<file path="src/verilog/vsl_pkg.sv">
package vsl_pkg;
  localparam logic [7:0] ADDR_FIELD_SYNC = 8'h08;
  localparam logic [7:0] ADDR_LUMA_FILTER = 8'h09;
  localparam logic [7:0] ADDR_BRIGHTNESS = 8'h0a;
  localparam logic [7:0] RST_FIELD_SYNC = 8'h98;
  localparam logic [7:0] RST_LUMA_FILTER = 8'h01;
  localparam logic [7:0] RST_BRIGHTNESS = 8'h80;
  localparam int POS_AUTO_FIELD = 7;
  localparam int POS_FIELD_SEL = 6;
  localparam int POS_FORCED_TOGGLE = 5;
  localparam int POS_HTC_LSB = 3;
  localparam int POS_HLOOP = 2;
  localparam int POS_VNOISE_LSB = 0;
  localparam int POS_BYPASS = 7;
  localparam int POS_COMB = 6;
  localparam int POS_EXTRA_LINE_DELAY = 5;
  localparam int POS_REMOD = 4;
  localparam int POS_SHARP_LSB = 0;
  localparam logic [1:0] HTC_TV = 2'h0;
  localparam logic [1:0] HTC_VTR = 2'h1;
  localparam logic [1:0] HTC_RESERVED = 2'h2;
  localparam logic [1:0] HTC_FAST = 2'h3;
  localparam logic [3:0] SHARP_PLAIN = 4'h0;
  localparam logic [3:0] SHARP_NOTCH_MIN = 4'hd;

  typedef enum logic [1:0] {
    VN_NORMAL, VN_FAST, VN_FREE, VN_BYPASS
  } vnoise_mode_t;

  typedef enum logic [1:0] {
    LF_TRAP, LF_COMB, LF_BYPASS
  } luma_filter_sel_t;

  typedef enum logic [1:0] {
    SH_PLAIN, SH_PEAK, SH_LOWPASS
  } sharp_kind_t;

  typedef struct packed {
    logic auto_field_detect;
    logic field_is_60hz;
    logic forced_field_toggle;
    logic [1:0] horiz_time_constant;
    logic htc_reserved;
    logic horiz_loop_open;
    vnoise_mode_t vert_noise_mode;
  } sync_ctrl_t;

  typedef struct packed {
    luma_filter_sel_t filter_sel;
    logic extra_line_delay;
    logic [1:0] extra_lines;
    logic remod_bandwidth_wide;
    sharp_kind_t sharp_kind;
    logic [2:0] sharp_step;
    logic sharp_notch;
    logic [7:0] brightness_offset_value;
  } luma_ctrl_t;

  typedef struct packed {
    logic wr;
    logic [7:0] addr;
    logic [7:0] data;
  } reg_req_t;
endpackage : vsl_pkg

</file>
<file path="src/verilog/luma_decode.sv">
`timescale 1ns/1ps
module luma_decode (
  input wire logic [7:0] i_luma_reg,
  input wire logic [7:0] i_bright_reg,
  input wire logic i_pal_lines,
  output vsl_pkg::luma_ctrl_t o_luma
);
  import vsl_pkg::*;
  logic [3:0] sharp;
  always_comb begin
    sharp = i_luma_reg[POS_SHARP_LSB +: 4];
    o_luma = '0;
    if (i_luma_reg[POS_BYPASS]) begin
      o_luma.filter_sel = LF_BYPASS;
    end else if (i_luma_reg[POS_COMB]) begin
      o_luma.filter_sel = LF_COMB;
    end else begin
      o_luma.filter_sel = LF_TRAP;
    end
    o_luma.extra_line_delay = i_luma_reg[POS_EXTRA_LINE_DELAY];
    if (i_luma_reg[POS_EXTRA_LINE_DELAY] && (o_luma.filter_sel != LF_COMB)) begin
      o_luma.extra_lines = i_pal_lines ? 2'h2 : 2'h1;
    end
    o_luma.remod_bandwidth_wide = i_luma_reg[POS_REMOD];
    if (sharp == SHARP_PLAIN) begin
      o_luma.sharp_kind = SH_PLAIN;
    end else if (!sharp[3]) begin
      o_luma.sharp_kind = SH_PEAK;
    end else begin
      o_luma.sharp_kind = SH_LOWPASS;
    end
    o_luma.sharp_step = sharp[2:0];
    o_luma.sharp_notch = (sharp >= SHARP_NOTCH_MIN);
    o_luma.brightness_offset_value = i_bright_reg;
  end
endmodule : luma_decode

</file>
<file path="src/verilog/video_sync_luma_control.sv">
`timescale 1ns/1ps
// Operation
// - auto field detect set: detect standard; clear: use field select bit
// - field select 0 is 50 Hz/625, 1 is 60 Hz/525, manual only
// - forced toggle makes parity toggle every field, else interlaced only
// - time constant 00 TV, 01 VTR, 11 fast lock, 10 reserved
// - horizontal loop bit 1 opens PLL, frequency fixed
// - noise field 00 normal, 01 fast, 10 free running, 11 bypass
// - bypass bit 1 bypasses chroma trap or comb filter
// - comb bit chooses trap (0) or adaptive comb (1) when not bypassed
// - line delay bit adds one NTSC or two PAL lines without comb
// - remodulation bit chooses narrow or wide chroma notch
// - sharpness 0001..0111 peaking at 4.1 MHz, falling boost
// - sharpness 0000 plain, 1xxx lowpass, 1101..1111 add notches
// - brightness byte sets luma offset, 128 nominal
// - registers at 08H, 09H, 0AH, eight bits each
module video_sync_luma_control (
  input wire logic i_sys_clk,
  input wire logic i_rst_n,
  input vsl_pkg::reg_req_t i_req,
  input wire logic i_req_valid,
  input wire logic i_detected_60hz,
  input wire logic i_source_interlaced,
  input wire logic i_field_pulse,
  output logic [7:0] o_rd_data,
  output logic o_rd_hit,
  output vsl_pkg::sync_ctrl_t o_sync,
  output vsl_pkg::luma_ctrl_t o_luma,
  output logic o_field_parity
);
  import vsl_pkg::*;

  logic [7:0] sync_reg, sync_next;
  logic [7:0] luma_reg, luma_next;
  logic [7:0] bright_reg, bright_next;
  logic [7:0] rd_data_reg, rd_data_next;
  logic rd_hit_reg, rd_hit_next;
  logic [1:0] det_sync_reg, det_sync_next;
  logic [1:0] ilace_sync_reg, ilace_sync_next;
  logic [2:0] field_sync_reg, field_sync_next;
  logic parity_reg, parity_next;
  sync_ctrl_t sync_out_reg, sync_out_next;
  luma_ctrl_t luma_out_reg, luma_out_next;
  luma_ctrl_t luma_dec;

  function automatic logic is_addr(input logic [7:0] a, input logic [7:0] ref_a);
    is_addr = (a == ref_a);
  endfunction : is_addr

  // register writes
  always_comb begin
    sync_next = sync_reg;
    luma_next = luma_reg;
    bright_next = bright_reg;
    if (i_req_valid && i_req.wr) begin
      if (is_addr(i_req.addr, ADDR_FIELD_SYNC)) begin
        sync_next = i_req.data;
      end
      if (is_addr(i_req.addr, ADDR_LUMA_FILTER)) begin
        luma_next = i_req.data;
      end
      if (is_addr(i_req.addr, ADDR_BRIGHTNESS)) begin
        bright_next = i_req.data;
      end
    end
  end

  always_ff @(posedge i_sys_clk) begin
    if (!i_rst_n) begin
      sync_reg <= RST_FIELD_SYNC;
      luma_reg <= RST_LUMA_FILTER;
      bright_reg <= RST_BRIGHTNESS;
    end else begin
      sync_reg <= sync_next;
      luma_reg <= luma_next;
      bright_reg <= bright_next;
    end
  end

  // register reads: data holds until the next read, hit lasts one cycle
  always_comb begin
    rd_data_next = rd_data_reg;
    rd_hit_next = 1'b0;
    if (i_req_valid && !i_req.wr) begin
      rd_hit_next = is_addr(i_req.addr, ADDR_FIELD_SYNC) |
                    is_addr(i_req.addr, ADDR_LUMA_FILTER) |
                    is_addr(i_req.addr, ADDR_BRIGHTNESS);
      if (is_addr(i_req.addr, ADDR_FIELD_SYNC)) begin
        rd_data_next = sync_reg;
      end else if (is_addr(i_req.addr, ADDR_LUMA_FILTER)) begin
        rd_data_next = luma_reg;
      end else if (is_addr(i_req.addr, ADDR_BRIGHTNESS)) begin
        rd_data_next = bright_reg;
      end else begin
        // unmapped reads return zero and raise no hit
        rd_data_next = 8'h00;
      end
    end
  end

  always_ff @(posedge i_sys_clk) begin
    if (!i_rst_n) begin
      rd_data_reg <= 8'h00;
      rd_hit_reg <= 1'b0;
    end else begin
      rd_data_reg <= rd_data_next;
      rd_hit_reg <= rd_hit_next;
    end
  end

  // level inputs from the video front end, two flops each
  always_comb begin
    det_sync_next = {det_sync_reg[0], i_detected_60hz};
    ilace_sync_next = {ilace_sync_reg[0], i_source_interlaced};
  end

  always_ff @(posedge i_sys_clk) begin
    if (!i_rst_n) begin
      det_sync_reg <= 2'h0;
      ilace_sync_reg <= 2'h0;
    end else begin
      det_sync_reg <= det_sync_next;
      ilace_sync_reg <= ilace_sync_next;
    end
  end

  // field pulse: two flops, a third keeps the old level so one edge toggles once
  always_comb begin
    field_sync_next = {field_sync_reg[1:0], i_field_pulse};
  end

  always_ff @(posedge i_sys_clk) begin
    if (!i_rst_n) begin
      field_sync_reg <= 3'h0;
    end else begin
      field_sync_reg <= field_sync_next;
    end
  end

  // sync control decode
  always_comb begin
    sync_out_next = '0;
    sync_out_next.auto_field_detect = sync_reg[POS_AUTO_FIELD];
    if (sync_reg[POS_AUTO_FIELD]) begin
      sync_out_next.field_is_60hz = det_sync_reg[1];
    end else begin
      sync_out_next.field_is_60hz = sync_reg[POS_FIELD_SEL];
    end
    sync_out_next.forced_field_toggle = sync_reg[POS_FORCED_TOGGLE];
    sync_out_next.horiz_time_constant = sync_reg[POS_HTC_LSB +: 2];
    sync_out_next.htc_reserved = (sync_reg[POS_HTC_LSB +: 2] == HTC_RESERVED);
    sync_out_next.horiz_loop_open = sync_reg[POS_HLOOP];
    sync_out_next.vert_noise_mode = vnoise_mode_t'(sync_reg[POS_VNOISE_LSB +: 2]);
  end

  always_ff @(posedge i_sys_clk) begin
    if (!i_rst_n) begin
      sync_out_reg <= '0;
    end else begin
      sync_out_reg <= sync_out_next;
    end
  end

  // field parity
  always_comb begin
    parity_next = parity_reg;
    if (field_sync_reg[1] && !field_sync_reg[2] &&
        (sync_reg[POS_FORCED_TOGGLE] || ilace_sync_reg[1])) begin
      parity_next = !parity_reg;
    end
  end

  always_ff @(posedge i_sys_clk) begin
    if (!i_rst_n) begin
      parity_reg <= 1'b0;
    end else begin
      parity_reg <= parity_next;
    end
  end

  // line count follows the registered standard, so it settles one cycle later

  luma_decode u_luma_decode (
    .i_luma_reg(luma_reg),
    .i_bright_reg(bright_reg),
    .i_pal_lines(!sync_out_reg.field_is_60hz),
    .o_luma(luma_dec)
  );

  always_comb begin
    luma_out_next = luma_dec;
  end

  always_ff @(posedge i_sys_clk) begin
    if (!i_rst_n) begin
      luma_out_reg <= '0;
    end else begin
      luma_out_reg <= luma_out_next;
    end
  end

  assign o_rd_data = rd_data_reg;
  assign o_rd_hit = rd_hit_reg;
  assign o_sync = sync_out_reg;
  assign o_luma = luma_out_reg;
  assign o_field_parity = parity_reg;
endmodule : video_sync_luma_control

</file>
<file path="config.mk">
export PLATFORM = sky130hd
export DESIGN_NAME = video_sync_luma_control
export DESIGN_NICKNAME = d
export VERILOG_FILES = /design/src/verilog/vsl_pkg.sv /design/src/verilog/luma_decode.sv /design/src/verilog/video_sync_luma_control.sv
export SDC_FILE = /design/constraint.sdc
export NUM_CORES = 1
export LEC_CHECK = 0
export BUFFER_PORTS_ARGS = -buffer_cell sky130_fd_sc_hd__buf_4
export CORE_UTILIZATION = 35
export CTS_CLUSTER_SIZE = 20
export DETAILED_ROUTE_END_ITERATION = 10
export HOLD_SLACK_MARGIN = 0.03
export PLACE_DENSITY = 0.62
export SYNTH_ARGS = -nofsm -noshare
export SYNTH_HDL_FRONTEND = slang
export SYNTH_HIERARCHICAL = 1
export SYNTH_SLANG_ARGS = --single-unit
</file>
<file path="constraint.sdc">
create_clock -name i_sys_clk -period 3.75 [get_ports i_sys_clk]
set_input_delay 1.125 -clock i_sys_clk [delete_from_list [all_inputs] [get_ports i_sys_clk]]
set_output_delay 1.125 -clock i_sys_clk [all_outputs]
set_load 0.01 [all_outputs]
</file>
; Word-level counts from Yosys, hierarchy flattened
; Cells that the tools add are included.
[totals]
register_bits = 70
input_bits = 23
out_inout_bits = 39
elab_cells = 57
[classes]
order_cmp = 1
n_eq_ne = 5
muxes = 8
bitwise = 3
n_reduce_logical = 16
[ops]
columns = operator, n
row1 = "== test 8 x 4 -> 1 bit, second input constant", 3
row2 = 2-to-1 mux 8 bit, 3
row3 = AND reduction 2 bit, 5
row4 = 2-to-1 mux 2 bit, 3
row5 = logical AND 1 bit, 5
row6 = ">= comparator 4 bit, second input constant", 1
row7 = zero test 4 bit, 1
row8 = zero test 1 bit, 3
row9 = "== test 2 bit, second input constant", 1
row10 = 2-to-1 mux 1 bit, 2
row11 = "inequality test 2 x 1 -> 1 bit, second input constant", 1
row12 = bitwise OR 1 bit, 2
row13 = OR reduction 2 bit, 1
row14 = logical OR 1 bit, 1
row15 = NOT 1 bit, 1

; Depth between registers and ports, before layout
[logic_depth]
depth_word = 5
depth_mapped = 5
depth_no_buf = 3

; By module
; The synthesis kept the hierarchy.
[modules_own_cells]
columns = module, n_inst, cells_per_inst, area_per_inst_um2, seq_area_each_um2
row1 = video_sync_luma_control, 1, 241, 2482.4, 1401.3
row2 = luma_decode, 1, 21, 157.7, 0.0

; Least setup slack after synthesis
; No wires, ideal clock.
[synth_timing]
path_kind = input to register
startpoint = input i_req[15] (netlist name)
endpoint = register bright_reg[0]
setup_time_ps = 72
t_arrival_ps = 2518
required_time_ps = 3678
path_slack_ps = 1160
path_stages = 4
n_path_buf = 1
cell_sequence = or4_4 -> buf_6 -> nor4_4 -> mux2i_1
[synth_between]
elab_chain_len = 2
[synth_rtl]
columns = element, line_no
row1 = from (decl), video_sync_luma_control.sv:20  ; input vsl_pkg::reg_req_t i_req,
row2 = == test 8 x 4 -> 1 bit, video_sync_luma_control.sv:47  ; is_addr = (a == ref_a);
row3 = AND reduction 2 bit (no line), n/a
row4 = to (signal assigned), video_sync_luma_control.sv:76  ; bright_reg <= bright_next;
row5 = to (decl), video_sync_luma_control.sv:35  ; logic [7:0] bright_reg, bright_next;
; No other way between the ends.
; A chain may end at the register's enable or synchronous reset.

; Worst setup path after layout
[layout_timing]
startpoint = input i_req[15] (netlist name)
endpoint = register bright_reg[7]
; The elaborated chain is that of the path after synthesis.

==> results.md <==
- Clock root cell: clkbuf_8
- Sink Count: 70
- Htree depth: 3
- Ant diodes: 0
- Final Cycle Share: 68.6%
- Final HPWL DP: 3.58 mm
- Peak supply drop: 211 µV
- Layout cell share with drive strength beyond 1: 27.0%
- Syn_nets: 285
- First-pass GRT wire length: 8.64 mm
- Peak Freq: 0.389 GHz
- Kind of critical path: in2reg
- Worst-Skew Late Latency: 0.35 ns
- WP buf/inv: 1
- Setup Fix Bufs, Post-CTS: 0
- Site row count: 31
- Synthesized area per cell: 10.1 µm²
- Setup crit end kind: flop
- Power per cell area: 475 nW/µm²
- Design area: 3310 µm²
- Register bit total from synthesis: 70
- Register Area: 1400 µm²
- Leakage: 0.00137 µW
- PortBufs: 61
- Post-Synthesis Cells: 262
- Final hold vios: 0
- CTS Buf Count: 9
- Cts repair resizes: 0
- Hold WC Path Type: reg2reg
- Avg WL per Cell: 13.3 µm
- Crit-path cells: buf_4 -> or4_4 -> nor4_4 -> mux2i_1
- Final Setup Violations: 0
- Vias: 1863
- DRT Wirelength: 5.46 mm
- Worst path max stage delay: 0.76 ns
- Chip height: 88.9 µm
- Skew final: 0.0105 ns
- Worst setup SP type: input port
- Ys async rst share: 0%
- Slew at the pin with the worst max-slew slack: 0.880 ns
- Clock transition at the registers of the reported paths: 0.08 ns
- CTS tree: built
- Final core utilization: 45.6%
- Placeable Area: 7250 µm²
- GRT overflow: 0
- Vias in the first global route: 1722
- Largest register FFs: 20
- Post-synthesis sequential area ratio: 53.1%
- Initial Util: 36.4%
- Starting DRT DRC Count: 82
- DR pass1 iterations: 4
- Max-slew violations: 0
- CP arrival: 2.85 ns
- Via density: 4.54
- Synthesis-to-layout area growth: 25.3%
- DRC: 0
- EDFF count, synth: 0
- Hold Buf Count CTS: 0
- Warnings from Yosys: 6
- IO Pins: 62
- Die X-Extent: 88.9 µm
- CP max-delay cell: nor4_4
- Unique masters post-synth: 30
- Req. time, crit path: 4.02 ns
- Clk buf depth: 2
- Filler instances: 712
- Synth Cell Area: 2640 µm²
- TNS Setup: 0 ns
- DP Area: 3060 µm²
- Top delay family on crit path: simple AND/OR/NAND/NOR gates
- Status: completed
- Final nets: 329
- Total Routing Usage GR: 14.9%
- Antenna violations before repair: 0
- Max cap viols: 0
- CP Max Fanout: 8
- Remaining antenna violation count: 0
- RSZ-0062 raised after global routing: false
- Predominant post-synthesis flop cell: dfxtp_1
- Final GP Congestion: 0.728
- Multi-input combinational cell area: 1040 µm²
- Max_slew headroom: 40.9%
- Period minus WS final: 2.57 ns
- Largest net degree at the start of global routing: 67
- Die ar.: 7890 µm²
==> layout by cell type (no fill, tap or decap) <==
cell,synthesis,final
a2111oi_0,1,1
a21oi_1,1,1
and2_1,30,30
and3b_1,1,1
buf_4,14,62
bufinv_16,0,3
clkbuf_8,0,10
clkinv_1,1,1
clkinv_2,0,2
clkinv_4,0,1
dfxtp_1,70,70
inv_1,7,7
mux2i_1,25,25
nand2_1,27,27
nand2b_1,11,11
nand3_1,8,8
nand4b_1,2,2
nor2_1,12,12
nor2b_1,9,9
nor2b_4,1,1
nor3_1,1,1
nor3b_1,1,1
nor4_4,3,3
o211a_1,1,1
o21ai_0,1,1
o21ai_1,8,8
o221ai_1,8,8
or3_1,1,1
or4_1,1,1
or4_4,1,1
or4b_2,1,1
==> stage by stage <==
step	cells	setup WS (ns)	power (µW)	hold WS (ns)
6_report	410	1.18	1570	0.438
5_1_grt	410	1.13	1630	0.457
4_1_cts	410	1.19	1590	0.441
3_5_place_dp	394	0.835	842	0.421
3_3_place_gp	394	0.847	842	0.417
2_1_floorplan	262	1.16	807	0.412
==> cell families (layout without fill, tap and decap cells) <==
kind of cell	count (synthesis)	in the layout	synth area share, %
AND/OR/NAND/NOR	110	110	24.6
buffers and inverters	37	86	7.54
multiplexers	25	25	9.48
flip-flops	70	70	53.1
AO/OA/AOI/OAI	20	20	5.26
==> final timing paths <==
check	start	endpoint	slack (ns)	cells after the start
setup reg to reg	field_sync_reg[2]	o_field_parity	2.76	3
hold reg to reg	field_sync_reg[0]	field_sync_reg[1]	0.44	1
setup / recovery	i_req[15]	bright_reg[7]	1.18	4
hold / removal	field_sync_reg[0]	field_sync_reg[1]	0.44	1
==> power breakdown <==
group	internal (µW)	switching, µW	leakage (µW)
clock network	459	287	0.000126
registers	750	2.10	0.000568
logic	31.8	39.9	0.000678
==> per-layer routing <==
| layer | global-route usage, % | vias up | share of wire, % |
|---|---|---|---|
| li1 | - | 942 | - |
| met1 | 19.2 | 857 | 46 |
| met2 | 22.6 | 59 | 45 |
| met3 | 4.85 | 5 | 7.5 |
| met4 | 7.04 | 0 | 1.2 |
| met5 | 0 | - | 0 |
==> cells in the mapped netlist, types with 2 or more instances <==
library cell | number | share of area (%)
and2_1 | 30 | 7.1
buf_1 | 2 | 0.28
buf_4 | 14 | 4.0
clkbuf_1 | 12 | 1.7
dfxtp_1 | 70 | 53
inv_1 | 7 | 1.0
mux2i_1 | 25 | 9.5
nand2_1 | 27 | 3.8
nand2b_1 | 11 | 2.6
nand3_1 | 8 | 1.5
nand4b_1 | 2 | 0.66
nor2_1 | 12 | 1.7
nor2b_1 | 9 | 2.1
nor4_4 | 3 | 2.4
o21ai_1 | 8 | 1.5
o221ai_1 | 8 | 2.7
==> final cells by class <==
class                      count  share of cell area, %
multi-input combinational    155                   31.4
timing repair buffer          62                   14.1
clock inverter                 6                   3.29
clock buffer                  10                   4.16
tap                           99                   3.75
sequential                    70                   42.4
inverter                       8                  0.908
Power figures use the tool's default switching activity.
